`src/rtl/swcpm_pkg.sv`:
```
/*
  Constants, mode codes and state encoding shared by the single-wire bus
  power-mode and protection controller.
  Assumes a single 100 MHz reference clock for every timing figure.
*/
package swcpm_pkg;

  // ==========================================================================
  // clock and timing
  localparam int CLK_MHZ         = 100;
  localparam int SLEEP_DELAY_MS  = 100;
  localparam int STANDBY_TIME_MS = 200;
  localparam int WAKE_FILTER_US  = 10;
  localparam int DEF_SLEEP_CYC   = SLEEP_DELAY_MS * 1000 * CLK_MHZ;
  localparam int DEF_STANDBY_CYC = STANDBY_TIME_MS * 1000 * CLK_MHZ;
  localparam int DEF_WAKE_CYC    = WAKE_FILTER_US * CLK_MHZ;

  // ==========================================================================
  // widths
  localparam int TMR_W  = 32;
  localparam int FILT_W = 16;

  // ==========================================================================
  // mode select codes, {mode_select_1, mode_select_0}
  localparam logic [1:0] MODE_SLEEP     = 2'h0;
  localparam logic [1:0] MODE_HIGH_SPD  = 2'h1;
  localparam logic [1:0] MODE_HV_WAKEUP = 2'h2;
  localparam logic [1:0] MODE_NORMAL    = 2'h3;

  // ==========================================================================
  // power state
  typedef enum logic [3:0]
  {
    ST_SLEEP   = 4'h1,
    ST_STANDBY = 4'h2,
    ST_ACTIVE  = 4'h4,
    ST_WAIT    = 4'h8
  } swcpm_state_t;

endpackage

```
`src/rtl/swcpm_timer.sv`:
```
/*
  Loadable down counter used as the standby sleep timer and as the
  sleep-entry delay. Counts only while run is high.
  Assumes load and run come from the controller in the same clock domain.
*/
module swcpm_timer
(
  input  wire logic                        clk,
  input  wire logic                        rst_n,
  input  wire logic                        load,
  input  wire logic                        run,
  input  wire logic [swcpm_pkg::TMR_W-1:0] load_val,
  output logic                             done
);
  import swcpm_pkg::*;

  typedef struct packed
  {
    logic [TMR_W-1:0] cnt;
  } swcpm_tmr_st_t;

  swcpm_tmr_st_t s_r;
  swcpm_tmr_st_t s_nxt;

  // ==========================================================================
  // counter
  always_comb
  begin
    s_nxt = s_r;
    if (load)
    begin
      s_nxt.cnt = load_val;
    end
    else if (run && (s_r.cnt != '0))
    begin
      s_nxt.cnt = s_r.cnt - 1'b1;
    end
  end

  always_ff @(posedge clk)
  begin
    if (!rst_n)
    begin
      s_r <= '0;
    end
    else
    begin
      s_r <= s_nxt;
    end
  end

  // no load term here: the controller ignores done in every cycle in which it loads
  assign done = run && (s_r.cnt == '0);

endmodule

```
`src/rtl/swcpm_wake_filter.sv`:
```
/*
  Wake-up filter: the high-voltage bus indication must stay present for
  more than the filter time before a wake-up is reported.
  Assumes hv_in is already synchronous to clk.
*/
module swcpm_wake_filter
#(
  parameter logic [swcpm_pkg::FILT_W-1:0] FILT_CYC = 16'h03E8
)
(
  input  wire logic clk,
  input  wire logic rst_n,
  input  wire logic hv_in,
  output logic      wake_lvl
);
  import swcpm_pkg::*;

  typedef struct packed
  {
    logic [FILT_W-1:0] cnt;
    logic              wake;
  } swcpm_filt_st_t;

  swcpm_filt_st_t s_r;
  swcpm_filt_st_t s_nxt;

  // ==========================================================================
  // filter; any gap in the traffic restarts the count
  always_comb
  begin
    s_nxt = s_r;
    if (!hv_in)
    begin
      s_nxt.cnt  = '0;
      s_nxt.wake = 1'b0;
    end
    else if (s_r.cnt == FILT_CYC)
    begin
      s_nxt.wake = 1'b1;
    end
    else
    begin
      s_nxt.cnt = s_r.cnt + 1'b1;
    end
  end

  always_ff @(posedge clk)
  begin
    if (!rst_n)
    begin
      s_r <= '0;
    end
    else
    begin
      s_r <= s_nxt;
    end
  end

  assign wake_lvl = s_r.wake;

endmodule

```
`src/rtl/swcpm_top.sv`:
```
/*
  Power-mode and protection controller of a single-wire vehicle bus
  transceiver: standby and sleep timing, wake-up, regulator enable,
  under-voltage lock-out, thermal shutdown, short and loss-of-ground.
  Assumes all analog detectors arrive as clean levels synchronous to
  REF_CLK (100 MHz) and that the bus pin is resolved outside from the
  output and its enable.
*/
module swcpm_top
#(
  parameter int SLEEP_DELAY_CYC = swcpm_pkg::DEF_SLEEP_CYC,
  parameter int STANDBY_CYC     = swcpm_pkg::DEF_STANDBY_CYC,
  parameter int WAKE_FILTER_CYC = swcpm_pkg::DEF_WAKE_CYC
)
(
  input  wire logic REF_CLK,
  input  wire logic RST_N,
  input  wire logic TX_DOMINANT_N,
  input  wire logic MODE_SELECT_0,
  input  wire logic MODE_SELECT_1,
  input  wire logic SUPPLY_UVLO,
  input  wire logic SUPPLY_LOW_BAND,
  input  wire logic OVER_TEMP,
  input  wire logic BUS_SHORT_GND,
  input  wire logic LOSS_OF_GROUND,
  input  wire logic BUS_LINE_SENSE,
  input  wire logic BUS_HV_SENSE,
  output logic      BUS_LINE_DRV,
  output logic      BUS_LINE_OE,
  output logic      BUS_HV_LEVEL,
  output logic      BUS_CURRENT_LIMIT,
  output logic      RX_DATA,
  output logic      REGULATOR_ENABLE_OUT,
  output logic      LOAD_GND_EN
);
  import swcpm_pkg::*;

  localparam logic [TMR_W-1:0]  SLEEP_VAL   = TMR_W'(SLEEP_DELAY_CYC);
  localparam logic [TMR_W-1:0]  STANDBY_VAL = TMR_W'(STANDBY_CYC);
  localparam logic [FILT_W-1:0] WAKE_VAL    = FILT_W'(WAKE_FILTER_CYC);

  typedef struct packed
  {
    swcpm_state_t st;
    logic         por;
    logic         reg_en;
    logic         drive;
    logic         hv_level;
    logic         ilim;
    logic         rx;
    logic         load_en;
  } swcpm_top_st_t;

  swcpm_top_st_t    s_r;
  swcpm_top_st_t    s_nxt;
  logic [1:0]       mode;
  logic             mode_act;
  logic             drive_req;
  logic             tmr_load;
  logic             tmr_run;
  logic [TMR_W-1:0] tmr_val;
  logic             tmr_done;
  logic             wake_lvl;

  // ==========================================================================
  // timers
  swcpm_timer u_timer
  (
    .clk      (REF_CLK),
    .rst_n    (RST_N),
    .load     (tmr_load),
    .run      (tmr_run),
    .load_val (tmr_val),
    .done     (tmr_done)
  );

  swcpm_wake_filter #(.FILT_CYC(WAKE_VAL)) u_wake
  (
    .clk      (REF_CLK),
    .rst_n    (RST_N),
    .hv_in    (BUS_HV_SENSE),
    .wake_lvl (wake_lvl)
  );

  // ==========================================================================
  // mode decode and transmit qualification
  assign mode     = {MODE_SELECT_1, MODE_SELECT_0};
  assign mode_act = (mode != MODE_SLEEP);
  // loss of ground deliberately does not gate the driver
  assign drive_req = mode_act && !TX_DOMINANT_N && !SUPPLY_UVLO && !OVER_TEMP;

  // ==========================================================================
  // next state
  always_comb
  begin
    s_nxt     = s_r;
    s_nxt.por = 1'b0;
    tmr_load  = 1'b0;
    tmr_val   = STANDBY_VAL;
    case (s_r.st)
      ST_STANDBY:
      begin
        if (mode_act)
          s_nxt.st = ST_ACTIVE;
        else if (!s_r.por && tmr_done)
          s_nxt.st = ST_SLEEP;
      end
      ST_SLEEP:
      begin
        if (mode_act)
          s_nxt.st = ST_ACTIVE;
        else if (wake_lvl)
          s_nxt.st = ST_STANDBY;
      end
      ST_ACTIVE:
      begin
        if (!mode_act)
          s_nxt.st = ST_WAIT;
      end
      ST_WAIT:
      begin
        if (mode_act)
          s_nxt.st = ST_ACTIVE;
        else if (wake_lvl)
          s_nxt.st = ST_STANDBY;
        else if (!BUS_HV_SENSE && tmr_done)
          s_nxt.st = ST_SLEEP;
      end
      default:
      begin
        s_nxt.st = ST_STANDBY;
      end
    endcase

    // standby timer starts at power-on and on every standby entry
    if (s_r.por || ((s_nxt.st == ST_STANDBY) && (s_r.st != ST_STANDBY)))
    begin
      tmr_load = 1'b1;
      tmr_val  = STANDBY_VAL;
    end
    else if ((s_nxt.st == ST_WAIT) && ((s_r.st != ST_WAIT) || BUS_HV_SENSE))
    begin
      // wake-up activity restarts the delay so it never ends early
      tmr_load = 1'b1;
      tmr_val  = SLEEP_VAL;
    end

    s_nxt.reg_en   = (s_nxt.st != ST_SLEEP);
    s_nxt.drive    = drive_req;
    s_nxt.hv_level = drive_req && (mode == MODE_HV_WAKEUP) && !SUPPLY_LOW_BAND;
    s_nxt.ilim     = drive_req && BUS_SHORT_GND;
    s_nxt.load_en  = !LOSS_OF_GROUND;
    if (SUPPLY_UVLO)
      s_nxt.rx = 1'b1;
    else if (mode_act)
      s_nxt.rx = !BUS_LINE_SENSE;
    else
      s_nxt.rx = !wake_lvl;
  end

  // stopped in every active mode
  assign tmr_run = (s_r.st == ST_STANDBY) || (s_r.st == ST_WAIT);

  always_ff @(posedge REF_CLK)
  begin
    if (!RST_N)
    begin
      s_r          <= '0;
      s_r.st       <= ST_STANDBY;
      s_r.por      <= 1'b1;
      s_r.reg_en   <= 1'b1;
      s_r.rx       <= 1'b1;
      s_r.load_en  <= 1'b1;
    end
    else
    begin
      s_r <= s_nxt;
    end
  end

  assign BUS_LINE_DRV         = s_r.drive;
  assign BUS_LINE_OE          = s_r.drive;
  assign BUS_HV_LEVEL         = s_r.hv_level;
  assign BUS_CURRENT_LIMIT    = s_r.ilim;
  assign RX_DATA              = s_r.rx;
  assign REGULATOR_ENABLE_OUT = s_r.reg_en;
  assign LOAD_GND_EN          = s_r.load_en;

  // ==========================================================================
  // checks
  // helper counters: delay and filter spans are too long for a repetition
  logic [TMR_W-1:0] wait_cnt_r;
  logic [TMR_W-1:0] hv_run_r;

  always_ff @(posedge REF_CLK)
  begin
    if (!RST_N)
      wait_cnt_r <= '0;
    else if (s_r.st == ST_WAIT)
      wait_cnt_r <= wait_cnt_r + 1'b1;
    else
      wait_cnt_r <= '0;
  end

  always_ff @(posedge REF_CLK)
  begin
    if (!RST_N)
      hv_run_r <= '0;
    else if (BUS_HV_SENSE)
      hv_run_r <= hv_run_r + 1'b1;
    else
      hv_run_r <= '0;
  end
endmodule

```
`config.mk`:
```
export PLATFORM = sky130hd
export DESIGN_NAME = swcpm_top
export DESIGN_NICKNAME = d
export VERILOG_FILES = /design/src/rtl/swcpm_pkg.sv /design/src/rtl/swcpm_timer.sv /design/src/rtl/swcpm_wake_filter.sv /design/src/rtl/swcpm_top.sv
export SDC_FILE = /design/constraint.sdc
export NUM_CORES = 1
export LEC_CHECK = 0
export BUFFER_PORTS_ARGS = -buffer_cell sky130_fd_sc_hd__buf_2
export CAP_MARGIN = 10
export CORE_MARGIN = 10
export CORE_UTILIZATION = 50
export CTS_CLUSTER_DIAMETER = 30
export DETAILED_ROUTE_END_ITERATION = 8
export GPL_TIMING_DRIVEN = 1
export PLACE_DENSITY_LB_ADDON = 0.05
export SETUP_SLACK_MARGIN = 0.2
export SYNTH_ARGS = -nofsm -noshare
export SYNTH_HDL_FRONTEND = slang
export SYNTH_SLANG_ARGS = --single-unit
```
`constraint.sdc`:
```
create_clock -name REF_CLK -period 2.8 [get_ports REF_CLK]
set_input_delay 0.42 -clock REF_CLK [delete_from_list [all_inputs] [get_ports REF_CLK]]
set_output_delay 0.42 -clock REF_CLK [all_outputs]
set_load 0.02 [all_outputs]
```
==> results <==
- The flow ran to the end, and the final reports show no timing, DRC or antenna violations.
- The I/O pin total is 19.
- The fraction of power spent switching nets is 0.2971.
- After routing the design area is 3553 sq um.
- The required time of the worst setup path is 3.06 ns.
- The startpoint of the worst-slack reg-to-reg timing path is s_r[7].
- The summed instance area of the synthesized netlist is 2965 sq um.
- The post-route worst hold slack is 0.2448 ns.
- The final cycle utilization of the critical path is 0.8950.
- The placer congestion estimate is just over 0.9.
- Power spread over the standard cell area amounts to between 600 and 700 nW/um^2.
- In the routed layout, each cell is associated on average with a via count of 5.536.
- In this run the standard cell core region covers 5642 sq um.
- Synthesis produced ~360 cells.
- The floorplan step set the die height to slightly below 100 microns.
- The destination of the worst register-to-register timing path is u_timer.s_r[31].
- The H-tree generated during clock tree synthesis spans 3 levels.
- The iteration count of the initial detailed-routing pass is 4.
- The post-route setup TNS is 0 ns.
- Measured in cells, the most critical reg-to-reg path has a length of 8.
- The iteration-0 DRC count of the detailed router is approximately 140.
- The tree is rooted in a clkbuf_8.
- The hold path startpoint is LOSS_OF_GROUND.
- The worst-margin pin slew is 0.6289 ns.
- The worst ir drop on vdd is around 0.50 mV.
- The part of the power in the clock network is 0.367.
- Setup violations remaining at the end of the flow were counted as 0.
- STA puts the critical path data arrival time at 2.77 ns.
- The most used flip-flop cell after synthesis is dfxtp_1.
- The remaining design rule violation count is 0.
- The hold buffer count at CTS is 0.
- The synthesized design contains 60 register bits.
- Setup repair after global routing left no endpoint under its margin.
- Detailed placement finished with a half-perimeter wire length of between 4000 and 5000 microns.
- The leading area contributor after synthesis is dfxtp_1.
- The number of nets in the layout is 409.
- Yosys printed 0 warnings.
- Dividing the detail-routed wire length by the instance count gives 14.89 microns.
- The final layout contains routed wiring with a total length of 6998 microns.
- The number of antenna violations at the first check in global routing is 0.
- The number of distinct standard cells referenced by the synthesized netlist is 47.
- Of the cells placed in the final design, the portion with a size suffix greater than 1 is 0.1884.
- TritonCTS built the clock tree.
- The die width is between 90 and 100 microns.
- STA classifies the critical path startpoint as a register.
- Of the total power, registers draw 0.396.
- Counting instances, the worst hold path has a depth of 2.
- Relative to the synthesized area, the layout overhead comes to 19.83%.
- For this configuration, the core starts out at a cell density of 0.5256.
- The global router's overall resource usage is 0.1467.
- The maximum clock path buffer count is 2.
- Summing all placed instances gives a cell area of approximately 3200 sq um.
- The number of sinks on the clock net is 60.
- In this run, CTS created clock tree buffers numbering 9.
- After synthesis, the share of flip-flops with an asynchronous set or reset is 0.
- The number of nets in the synthesized netlist is 371.
- The share of the Yosys chip area taken by registers is 0.4051.
- Summed over all cells, the static leakage comes to ~1.3 nW.
- The detail route stage leaves a number of antenna-violating nets equal to 0.
- The clock tree skew after final layout is between 0.006 and 0.007 ns.
- The number of max-capacitance violations reported is 0.
- By area the synthesized netlist is led by dfxtp_1 41%, nor2_1 6.5%, xor2_1 5.9%.
- The CTS clock-pin slew for the worst setup and hold paths is 0.07 ns.
- The worst-skew pair later-pin latency is 0.33 ns.
- The final-report hold violation count is 0.
- The worst setup path is of the reg2reg kind.
- The fraction of post-synthesis cell area in the top cell type by area is 0.4051.
- The normalized max-slew margin is 0.5753.
- The number of global-route vias before repair was 2487.
- Global routing finished with a remaining overflow of 0.
- Once layout is complete, the utilization of the core stands at 0.6299.
- The maximum fanout encountered on the critical timing path is 12.
- Port buffering added 18 buffers.
- STA classifies the critical path endpoint as a register.
- Timing would allow up to roughly 400 MHz.
- 0 antenna diodes ended up in the layout.
- For flop-to-flop paths, the worst setup slack is 0.29 ns.
- After floorplanning, the core was divided into 27 placement rows.
- The type of the most critical hold path is in2reg.
- The area enclosed by the die boundary is between 9000 and 10000 sq um.
- The share of total power dissipated in combinational logic is 0.238.
- The number of slew-limit violations in the final report was 0.
- The number of synthesized flops with an enable pin is 0.
- The internal power of the cells totals ~1.7 mW.
- Summing over every cut layer, the via total after detailed routing is 2602.
- The hold path endpoint is LOAD_GND_EN.
- After synthesis, the mean cell area works out to 8.353 sq um.
- The largest net degree at the start of global routing is 18.
- For the finished layout, the period the worst path requires is 2.506 ns.
- The analysis attributes to net switching a power of 726.9 uW.
- The first-pass GRT wire length is 11720 microns.
## sequential cells by signal (all words and copies together), names as in the netlist
register,count
BUS_LINE_DRV,1
REGULATOR_ENABLE_OUT,1
u_timer.s_r,32
BUS_CURRENT_LIMIT,1
LOAD_GND_EN,1
u_wake.s_r,16
s_r,5
u_wake.wake_lvl,1
BUS_HV_LEVEL,1
RX_DATA,1
## how the worst max path moves through the flow
stage,from,end,depth (start not counted)
6_report,s_r[7],u_timer.s_r[31],8
5_1_grt,u_timer.s_r[25],u_timer.s_r[18],8
4_1_cts,u_timer.s_r[5],u_timer.s_r[1],8
3_5_place_dp,u_timer.s_r[2],u_timer.s_r[21],7
3_3_place_gp,u_timer.s_r[2],u_timer.s_r[21],7
2_1_floorplan,u_timer.s_r[2],u_timer.s_r[21],7
## power by group through the flow
stage | combinational [mW] | clock [mW] | sequential, mW
5_1_grt | 0.647 | 0.957 | 0.977
3_5_place_dp | 0.524 | 0 | 0.978
6_report | 0.582 | 0.897 | 0.968
4_1_cts | 0.534 | 0.926 | 0.962
2_1_floorplan | 0.379 | 0 | 0.969
3_3_place_gp | 0.521 | 0 | 0.977
## stage by stage
| stage | instances | power [mW] | setup WS (ns) |
|---|---|---|---|
| 6_report | 470 | 2.446 | 0.2939 |
| 2_1_floorplan | 355 | 1.348 | 0.5608 |
| 4_1_cts | 466 | 2.422 | 0.2261 |
| 3_3_place_gp | 449 | 1.498 | 0.1616 |
| 3_5_place_dp | 449 | 1.502 | 0.1744 |
| 5_1_grt | 470 | 2.581 | 0.1328 |
## critical path, stage by stage, from the launching register on
cell and delay, ns:
dfxtp_1 0.49, xnor2_1 0.13, o41ai_1 0.54, nor4_2 0.14
o21ai_1 0.31, a2111oi_2 0.12, buf_4 0.20, or3_1 0.34
a21oi_1 0.16
## layer usage
layer / part of all wire / vias up / wire (microns) / track usage
met3: 0.044 / 9 / 306 / 0.05465
met2: 0.45 / 46 / 3182 / 0.2219
met4: 0.012 / 0 / 82 / 0.04961
li1: - / 1332 / - / -
met5: 0 / - / 0 / 0
met1: 0.49 / 1215 / 3427 / 0.1863
## synth_stat cells (all sizes together) (2+ instances only)
cell type,instances
xor2,20
or3,14
inv,11
xnor2,13
nand4b,3
nor4,11
o41ai,2
a211oi,4
a31oi,5
a21o,2
a21oi,21
buf,6
nand3,20
nor4b,3
mux2i,2
nand2,30
and3,5
nand4,6
or4,2
o21a,3
nor3b,5
or2,2
nor2,51
o21ai,14
nand2b,5
nor3,14
clkbuf,5
o32ai,2
ha,4
dfxtp,60
## layout make-up
class                      instances  area, sq um
fill                             472         2088
inverter                          12        45.04
tap                               72        90.09
timing repair buffer              38        240.2
sequential                        60         1204
multi-input combinational        272         1739
clock buffer                      12        165.2
clock inverter                     4        70.07
## layout by cell type, fill, tap and decap left out, types with 5 or more instances in the layout
master / netlist / final
a21oi_1: 21 / 20
a31oi_1: 5 / 5
and3_1: 5 / 5
buf_2: 4 / 18
buf_4: 2 / 20
clkbuf_8: 0 / 12
dfxtp_1: 60 / 58
inv_1: 11 / 11
nand2_1: 29 / 29
nand2b_1: 5 / 5
nand3_1: 18 / 18
nand4_1: 6 / 6
nor2_1: 51 / 51
nor3_1: 13 / 12
nor3b_1: 5 / 5
nor4_4: 2 / 6
o21ai_0: 7 / 7
o21ai_1: 7 / 7
or3_1: 14 / 14
xnor2_1: 13 / 13
xor2_1: 20 / 20
## cell families after synthesis
kind of cell,Yosys count,share of synthesized area
xor+xnor,33,0.09747
simple gates,175,0.3211
buf+inv,23,0.03333
flops,60,0.4051
fa+ha+maj,4,0.01688
compound gates,58,0.1194
mux,2,0.006751
## timing repair
| action | 4_1_cts | 5_1_grt |
|---|---|---|
| buffers inserted | 1 | 4 |
| resized for setup | 1 | 12 |
| endpoints found under the setup margin | 2 | 28 |
| pin swaps | 2 | 5 |
Note: power is estimated with default switching activity, not from simulation.
